$ cat src/rtl/scdt_cfg.svh
// constants of the system clock divider and trim block
// Notes on behaviour
// - divided system clock drives processor, flash, io and converter domains
// - divider changes are glitch free, no period shorter than old or new
// - new rate starts after the old period ends, then new periods follow
// - divider counts on the undivided clock; its count is not readable
// - clock output fuse drives system clock on pin, overriding port function
// - clock output pin stays still while held in reset
// - the clock output pin carries the divided system clock
// - every reset loads trim register with factory value; software may overwrite
// - trim top bit selects the lower or higher overlapping range
// - lower seven trim bits tune frequency monotonically within the range
// - change enable is set only by a write of exactly 0x80
// - change enable clears four cycles after set, or when a divider value with bit 7 clear is written
// - rewriting change enable inside its window neither extends nor clears it
// - divider register bits 6 to 4 read as zero
// - divider resets to 0000, or 0011 when divide by eight fuse programmed
// - any divider value is accepted whatever the divide by eight fuse
// - divider code n divides by 2 to the n, codes above 1000 reserved
`ifndef SCDT_CFG_SVH
`define SCDT_CFG_SVH
`define SCDT_OFS_TRIM 32'h0000_0000
`define SCDT_OFS_DIVCTL 32'h0000_0004
`define SCDT_CE_BIT 7
`define SCDT_SEL_MSB 3
`define SCDT_CE_WINDOW 3'h4
`define SCDT_SEL_MAX 4'h8
`define SCDT_SEL_RST 4'h0
`define SCDT_SEL_DIV8 4'h3
`define SCDT_CE_WRITE 8'h80
`endif

$ cat src/rtl/scdt_pkg.sv
// types of the system clock divider and trim block
package scdt_pkg;
  typedef struct packed {
    logic proc;
    logic flash;
    logic io;
    logic conv;
  } scdt_clk_dom_t;

  typedef struct packed {
    logic [31:0] haddr;
    logic [1:0] htrans;
    logic hwrite;
    logic [2:0] hsize;
    logic hsel;
    logic hready;
    logic [31:0] hwdata;
  } scdt_ahb_req_t;

  typedef struct packed {
    logic [31:0] hrdata;
    logic hreadyout;
    logic hresp;
  } scdt_ahb_rsp_t;

  typedef struct packed {
    logic init;
    logic [7:0] trim;
    logic [3:0] sel;
    logic [3:0] act_sel;
    logic ce;
    logic [2:0] ce_cnt;
    logic [7:0] cnt;
    logic clk_lvl;
    logic tick;
    logic clkout;
    logic wr_pend;
    logic wr_div;
    logic [31:0] rdata;
  } scdt_state_t;
endpackage

$ cat src/rtl/scdt_top.sv
// system clock divider with protected change sequence and oscillator trim
`timescale 1ns/1ps
`include "scdt_cfg.svh"
module scdt_top (
  // clock and reset
  input wire logic i_clk_sys,
  input wire logic i_nrst,
  // fuses and factory trim
  input wire logic i_divide_by_eight_fuse,
  input wire logic i_clock_output_pin_fuse,
  input wire logic [7:0] i_trim_factory,
  // ahb-lite slave
  input wire scdt_pkg::scdt_ahb_req_t i_ahb,
  output scdt_pkg::scdt_ahb_rsp_t o_ahb,
  // divided clock domains
  output scdt_pkg::scdt_clk_dom_t o_clk_dom,
  output logic o_sys_tick,
  // oscillator trim
  output logic [7:0] o_oscillator_trim,
  output logic o_trim_range_select,
  output logic [6:0] o_trim_fine,
  // clock output pin
  output logic o_clkout_o,
  output logic o_clkout_oe,
  output logic o_port_override
);
  import scdt_pkg::*;

  scdt_state_t s_reg;
  scdt_state_t s_next;

  logic addr_ok;
  logic acc_div;
  logic acc_trim;
  logic [7:0] wbyte;
  logic [7:0] last_cnt;
  logic [7:0] half_cnt;
  logic [7:0] cnt_nx;
  logic div_wr;

  function automatic logic [7:0] period_last(input logic [3:0] sel);
    logic [8:0] f;
    f = 9'h001 << sel;
    return 8'(f - 9'h001);
  endfunction

  function automatic logic [7:0] period_half(input logic [3:0] sel);
    logic [8:0] f;
    f = 9'h001 << sel;
    return 8'(f >> 1);
  endfunction

  always_comb begin
    s_next = s_reg;
    addr_ok = i_ahb.hsel && i_ahb.hready && i_ahb.htrans[1];
    acc_div = (i_ahb.haddr == `SCDT_OFS_DIVCTL);
    acc_trim = (i_ahb.haddr == `SCDT_OFS_TRIM);
    wbyte = i_ahb.hwdata[7:0];
    last_cnt = period_last(s_reg.act_sel);
    half_cnt = period_half(s_reg.act_sel);
    cnt_nx = 8'h00;
    div_wr = 1'b0;

    // straps are caught on the first edge after reset release
    if (!s_reg.init) begin
      s_next.init = 1'b1;
      s_next.trim = i_trim_factory;
      s_next.sel = i_divide_by_eight_fuse ? `SCDT_SEL_DIV8 : `SCDT_SEL_RST;
      s_next.act_sel = s_next.sel;
    end

    // change enable window runs out on its own
    if (s_reg.ce) begin
      if (s_reg.ce_cnt == `SCDT_CE_WINDOW - 3'h1) begin
        s_next.ce = 1'b0;
        s_next.ce_cnt = 3'h0;
      end else begin
        s_next.ce_cnt = s_reg.ce_cnt + 3'h1;
      end
    end

    // data phase of a write
    if (s_reg.wr_pend && s_reg.init) begin
      if (s_reg.wr_div) begin
        if (wbyte == `SCDT_CE_WRITE) begin
          // a second set inside the window leaves the count alone
          if (!s_reg.ce) begin
            s_next.ce = 1'b1;
            s_next.ce_cnt = 3'h0;
          end
        end else if (!wbyte[`SCDT_CE_BIT] && s_reg.ce) begin
          s_next.sel = wbyte[`SCDT_SEL_MSB:0];
          s_next.ce = 1'b0;
          s_next.ce_cnt = 3'h0;
          div_wr = 1'b1;
        end
      end else begin
        s_next.trim = wbyte;
      end
    end

    // address phase
    s_next.wr_pend = 1'b0;
    s_next.wr_div = 1'b0;
    if (addr_ok) begin
      s_next.wr_pend = i_ahb.hwrite && (acc_div || acc_trim);
      s_next.wr_div = acc_div;
      s_next.rdata = 32'h0000_0000;
      if (!i_ahb.hwrite) begin
        if (acc_trim) begin
          s_next.rdata[7:0] = s_reg.trim;
        end else if (acc_div) begin
          // bits 6 to 4 stay zero
          s_next.rdata[`SCDT_CE_BIT] = s_reg.ce;
          s_next.rdata[`SCDT_SEL_MSB:0] = s_reg.sel;
        end
      end
    end

    // period counter on the undivided clock, hidden from software
    if (s_reg.cnt >= last_cnt) begin
      cnt_nx = 8'h00;
      s_next.tick = 1'b1;
      // new factor only at a period boundary so no short pulse appears
      if (s_reg.sel <= `SCDT_SEL_MAX) begin
        s_next.act_sel = s_reg.sel;
      end
    end else begin
      cnt_nx = s_reg.cnt + 8'h01;
      s_next.tick = 1'b0;
    end
    if (!s_reg.init) begin
      cnt_nx = 8'h00;
      s_next.tick = 1'b0;
    end
    s_next.cnt = cnt_nx;
    half_cnt = period_half(s_next.act_sel);
    // factor one has no low half; the level then just stays high
    s_next.clk_lvl = s_reg.init && ((half_cnt == 8'h00) || (cnt_nx < half_cnt));
    // fuse gates the pin at the output so pin and enable switch in the same cycle
    s_next.clkout = s_next.clk_lvl && s_reg.init;
    if (div_wr && (cnt_nx == 8'h00)) begin
      s_next.cnt = 8'h00;
    end
  end

  always_ff @(posedge i_clk_sys or negedge i_nrst) begin
    if (!i_nrst) begin
      s_reg <= '0;
    end else begin
      s_reg <= s_next;
    end
  end

  always_comb begin
    o_ahb.hrdata = s_reg.rdata;
    o_ahb.hreadyout = 1'b1;
    o_ahb.hresp = 1'b0;
    o_clk_dom.proc = s_reg.clk_lvl;
    o_clk_dom.flash = s_reg.clk_lvl;
    o_clk_dom.io = s_reg.clk_lvl;
    o_clk_dom.conv = s_reg.clk_lvl;
    o_sys_tick = s_reg.tick;
    o_oscillator_trim = s_reg.trim;
    o_trim_range_select = s_reg.trim[7];
    o_trim_fine = s_reg.trim[6:0];
    o_clkout_o = s_reg.clkout && i_clock_output_pin_fuse;
    o_clkout_oe = s_reg.init && i_clock_output_pin_fuse;
    o_port_override = s_reg.init && i_clock_output_pin_fuse;
  end
endmodule // scdt_top

$ cat config.mk
export PLATFORM = sky130hd
export DESIGN_NAME = scdt_top
export DESIGN_NICKNAME = d
export VERILOG_FILES = /design/src/rtl/scdt_pkg.sv /design/src/rtl/scdt_top.sv
export VERILOG_INCLUDE_DIRS = /design/src /design/src/rtl
export SDC_FILE = /design/constraint.sdc
export NUM_CORES = 1
export LEC_CHECK = 0
export ABC_AREA = 1
export BUFFER_PORTS_ARGS = -buffer_cell sky130_fd_sc_hd__buf_2
export CORE_MARGIN = 1.5
export CORE_UTILIZATION = 30
export CTS_CLUSTER_DIAMETER = 100
export CTS_CLUSTER_SIZE = 28
export DETAILED_ROUTE_END_ITERATION = 10
export GPL_TIMING_DRIVEN = 0
export PLACE_DENSITY = 0.57
export SETUP_SLACK_MARGIN = 0.2
export SLEW_MARGIN = 40
export SYNTH_ARGS = -nofsm -noshare
export SYNTH_HDL_FRONTEND = slang
export SYNTH_SLANG_ARGS = --single-unit
export TNS_END_PERCENT = 50
$ cat constraint.sdc
create_clock -name i_clk_sys -period 9.5 [get_ports i_clk_sys]
set_clock_uncertainty 0.2 [all_clocks]
set_input_delay 0.475 -clock i_clk_sys [delete_from_list [all_inputs] [get_ports i_clk_sys]]
set_output_delay 0.475 -clock i_clk_sys [all_outputs]
set_load 0.02 [all_outputs]
# Yosys cells after proc, flatten, opt, wreduce, memory -nomap -nowiden
# Index checks and enable logic that the tools add are counted.
dict set report classes {
  addsub 3
  multipliers 0
  div_mod_pow 0
  n_lt_le_gt_ge 3
  n_eq_ne 3
  shifts 2
  n_mux 33
  n_bitwise 0
  reduce_logical 16
}
# cell n
set op_table {}
lappend op_table {{$mux W4} 13}
lappend op_table {{$mux W8} 5}
lappend op_table {{$mux W34} 1}
lappend op_table {{$eq A32 B3 Y1 const B} 1}
lappend op_table {{$logic_not A32 Y1} 1}
lappend op_table {{$logic_not A8 Y1} 2}
lappend op_table {{$mux W16} 1}
lappend op_table {{$mux W12} 1}
lappend op_table {{$logic_and A1 B1 Y1} 10}
lappend op_table {{$mux W1} 9}
lappend op_table {{$shl A1 B4 Y9 const A} 1}
lappend op_table {{$add A8 B1 Y8 const B} 1}
lappend op_table {{$eq A8 B8 Y1 const B} 1}
lappend op_table {{$ge A8 B8 Y1} 1}
lappend op_table {{$lt A8 B8 Y1} 1}
lappend op_table {{$shl A1 B4 Y8 const A} 1}
lappend op_table {{$sub A8 B1 Y8 const B} 1}
lappend op_table {{$mux W3} 2}
lappend op_table {{$le A4 B4 Y1 const B} 1}
lappend op_table {{$add A3 B1 Y3 const B} 1}
lappend op_table {{$eq A3 B2 Y1 const B} 1}
lappend op_table {{$logic_or A1 B1 Y1} 2}
lappend op_table {{$mux W2} 1}
lappend op_table {{$logic_not A1 Y1} 1}
dict set report word_totals {
  reg_bits 42
  latch_bits 0
  mem_bits_rw 0
  romBits 0
  input_bits 84
  output_inout_bits 58
  elab_cells 73
  memories 0
}

# Longest topological paths before layout
dict set report depth {
  ltp_word 9
  ltp_mapped 27
  mapped_depth_nobuf 27
}

# Least setup slack after synthesis
# OpenSTA, ideal clock, no wires.
dict set report synth_path {
  path_type {register -> register}
  start {register s_reg[51] (netlist name)}
  end {register s_reg (netlist bit o_clk_dom[0])}
  setup_time_ps 79
  arrival_ps 3118
  t_required_ps 9221
  slack_ps 6103
  stages_incl_launch_ff 23
  path_buffers 0
  period_less_slack_ps 3397
  cell_sequence {dfrtp_1 > nor2_1 > nand3_1 > ha_1 > inv_1 > a21oi_1 > o21ai_0 > xor2_1 > ha_1 > nand2_2 > a21oi_2 > nor2_4 > nand3_2 > nand2_1 > nand2_1 > nor3_2 > nand2_1 > ha_1 > nand2_1 > nor2_1 > a211oi_1 > nand2_1 > a21oi_1}
}
# item line
set synth_rtl {}
lappend synth_rtl {{from (decl)} scdt_top.sv:29} ;# scdt_state_t s_reg;
lappend synth_rtl {{from (signal assigned)} scdt_top.sv:151} ;# s_reg <= s_next;

==> run_results.csv <==
group,metric,value,unit
clocking,postCtsHoldBufs,1,
place,dp_hpwl,6000,um
sta,fmax,0.250,GHz
die,rows,36,
sta,fin_worst_hold_slack,221,ps
grt,grt-ovfl-total,0,
worst_setup_path,r2r_end,"o_clk_dom[0]",
pwr,powerDensity,192,nW/um2
die,start_util,0.310,
synthesis,synthDistinctLibCells,37,
sta,fin_crit_sh,0.422,
worst_setup_path,rrSetupSlack,5500,ps
place,numPortBuffers,87,
pwr,pwr-share-seq,0.290,
layout,drive_gt1_frac,0.313,
layout,area_growth,26.9,%
grt,track_usage,0.138,
worst_setup_path,critPathMaxStageDelay,430,ps
grt,grt_pass1_wl,12100,um
synthesis,synth_fa_ha_area_frac,0.0739,
sta,slew_headroom,0.593,
routing,wl_per_cell,11.1,um
synthesis,syn_inst,406,
layout,nNetsFinal,628,
worst_setup_path,path_cells,"nor2_1 > nand3_1 > ha_1 > inv_1 > a21oi_1 > o21ai_0 > xor2_1 > ha_1 > nand2_2 > a21oi_2 > nor2_4 > nand3_2 > nand2_1 > nand2_1 > nor3_2 > nand2_1 > ha_1 > nand2_1 > nor2_1 > a211oi_1 > nand2_1 > a21oi_1",
synthesis,synth-seq-area-share,0.337,
synthesis,synth_area_per_cell,7.51,um2
pwr,p_leak,2.15,nW
layout,antenna_cells,0,
synthesis,synth.cell_area,3050,um2
clocking,clk_pin_slew_worst_paths,90,ps
clocking,numCtsBuffers,5,
sta,hold_viol_final,0,
routing,drcViolationCount,0,
routing,drtIter0Drc,66,
layout,fillers,1074,
layout,regArea,1030,um2
grt,grt_max_degree,42,
synthesis,synth_edf_count,0,
synthesis,yosysWarnings,0,
sta,finalSetupViolCount,0,
clocking,clockBufferDepth,2,
synthesis,ys_top_cells_by_area,"dfrtp_1 34%, buf_4 13%, nand2_1 9.6%",
synthesis,ys_ff_latch,41,
die,die_y,104,um
die,die_area,10800,um2
worst_setup_path,reg2regPathDepth,22,
worst_setup_path,worst_path_max_delay_cell,"dfrtp_1",
synthesis,synthXorXnorAreaFrac,0.0259,
synthesis,synth_common_cells,"78 x nand2_1, 54 x buf_4, 44 x inv_1, 44 x nor2_1, 41 x dfrtp_1",
sta,tightest_slew,610,ps
place,dpl_worst_slack,5510,ps
worst_setup_path,end_kind,"flip-flop",
sta,tns,0,ps
die,core,9820,um2
clocking,cts_resized,0,
clocking,cts_tree,"yes",
synthesis,ys_dominant_reg_cell,"dfrtp_1",
worst_hold_path,hold_depth,3,
routing,routed_wl,7320,um
die,chipWidth,104,um
sta,slew_violations,0,
worst_hold_path,min_from,"i_trim_factory[6]",
sta,rsz0062_at_grt,"no",
synthesis,yosysTopAreaCell,"dfrtp_1",
synthesis,synth_compound_area_frac,0.0993,
pwr,p_int,423,uW
outcome,status,"finished, final reports clean",
sta,period_needed,4000,ps
worst_setup_path,cpMostUsedCell,"nand2_1",
sta,postLayoutSetupSlackWorst,5500,ps
run,maxCapViolations,0,
pwr,ir_worst_vdd,0.000105,V
worst_setup_path,r2r-start,"s_reg[51]",
synthesis,async_flop_share,1.00,
worst_hold_path,hold_path_end,"o_oscillator_trim[6]",
clocking,clock_sink_count,41,
worst_setup_path,crit_type,"flip-flop to flip-flop",
layout,multi_input_area,1510,um2
clocking,worstSkewPairLatency,290,ps
layout,largest_reg_flops,23,
routing,viasPerCell,4.29,
clocking,cts_setup_buffers,0,
place,place_congestion,0.781,
synthesis,synth_top_family_by_area,"simple AND/OR/NAND/NOR gates",
worst_setup_path,crit_arrival,4010,ps
worst_hold_path,worstHoldPathType,"input port to flip-flop",
pwr,p_sw,320,uW
synthesis,muxShareOfSynthArea,0,
worst_setup_path,start_kind,"flip-flop",
clocking,htreeDepth,2,
routing,vias,2833,
pwr,p_clk_frac,0.190,
layout,final_util,0.394,
pwr,p_comb_frac,0.520,
pwr,swShare,0.431,
synthesis,synth_simple_gate_area_share,0.264,
routing,firstDrtPassIters,4,
grt,grt_pass1_vias,2682,
synthesis,synth_top_area_share,0.337,
worst_setup_path,required,9500,ps
routing,antenna_left,0,
synthesis,yosysMostFrequentCell,"nand2_1",
worst_setup_path,cp_max_fo,7,
grt,antenna_found_initial,0,
clocking,cts_root_buffer,"clkbuf_8",
die,num_io_pins,142,
[power by group through the flow]
stage | clock network, mW | logic (mW) | registers, mW
floorplan | 0 | 0.299 | 0.215
global placement | 0 | 0.377 | 0.220
detailed placement | 0 | 0.385 | 0.220
CTS | 0.144 | 0.390 | 0.217
global route | 0.154 | 0.440 | 0.220
finish | 0.141 | 0.386 | 0.216
[layer usage]
layer  track usage  share of wire
met2         0.240           0.51
met4        0.0387         0.0089
met5             0              0
met1         0.175           0.44
met3        0.0220          0.041
[area by class of cell]
class                           instances  area share
Multi-Input combinational cell        284       0.391
Buffer                                 60       0.111
Tap cell                              133      0.0430
Clock buffer                            6      0.0188
Inverter                               46      0.0446
Sequential cell                        41       0.265
Clock inverter                          2      0.0100
Timing Repair Buffer                   88       0.116
[placed cells by master (no fill, tap or decap), drive strengths merged, types with 4 or more instances in the layout]
cell type  instances
buf              143
nand2             83
nor2              47
inv               45
dfrtp             41
conb              27
nand3             24
a21oi             23
ha                18
o21ai             17
clkbuf            10
xor2               8
a31oi              8
nor4               8
nand4              6
nand3b             4
[logic make-up (layout without fill, tap and decap cells)]
| group | after synthesis | after routing |
|---|---|---|
| fa+ha+maj | 18 | 18 |
| buf+inv | 106 | 202 |
| other cells | 2 | 27 |
| flops | 41 | 41 |
| compound gates | 54 | 54 |
| xor+xnor | 9 | 9 |
| simple gates | 176 | 176 |
[critical path, delay by kind of cell, from the launching register on]
family	cells	cell delay (ps)
AO/OA/AOI/OAI	5	560
XOR/XNOR	1	170
flip-flops	1	430
AND/OR/NAND/NOR	12	1720
adder cells (fa/ha/maj)	3	760
buffers and inverters	1	90
[how the worst max path moves through the flow]
stage / endpoint / from / depth (start not counted)
floorplan: o_clk_dom[0] / s_reg[51] / 22
global placement: o_clk_dom[0] / s_reg[51] / 22
detailed placement: o_clk_dom[0] / s_reg[51] / 22
CTS: o_clk_dom[0] / s_reg[51] / 22
global route: o_clk_dom[0] / s_reg[51] / 22
finish: o_clk_dom[0] / s_reg[51] / 22
[per-stage QoR]
step                      cells  power, mW  cell area, um2
after floorplan             431      0.514            3140
after global placement      651      0.597            3740
after detailed placement    651      0.605            3750
after CTS                   660      0.751            3870
after global routing        660      0.814            3870
final                       660      0.743            3870
Power figures use the tool's default switching activity.
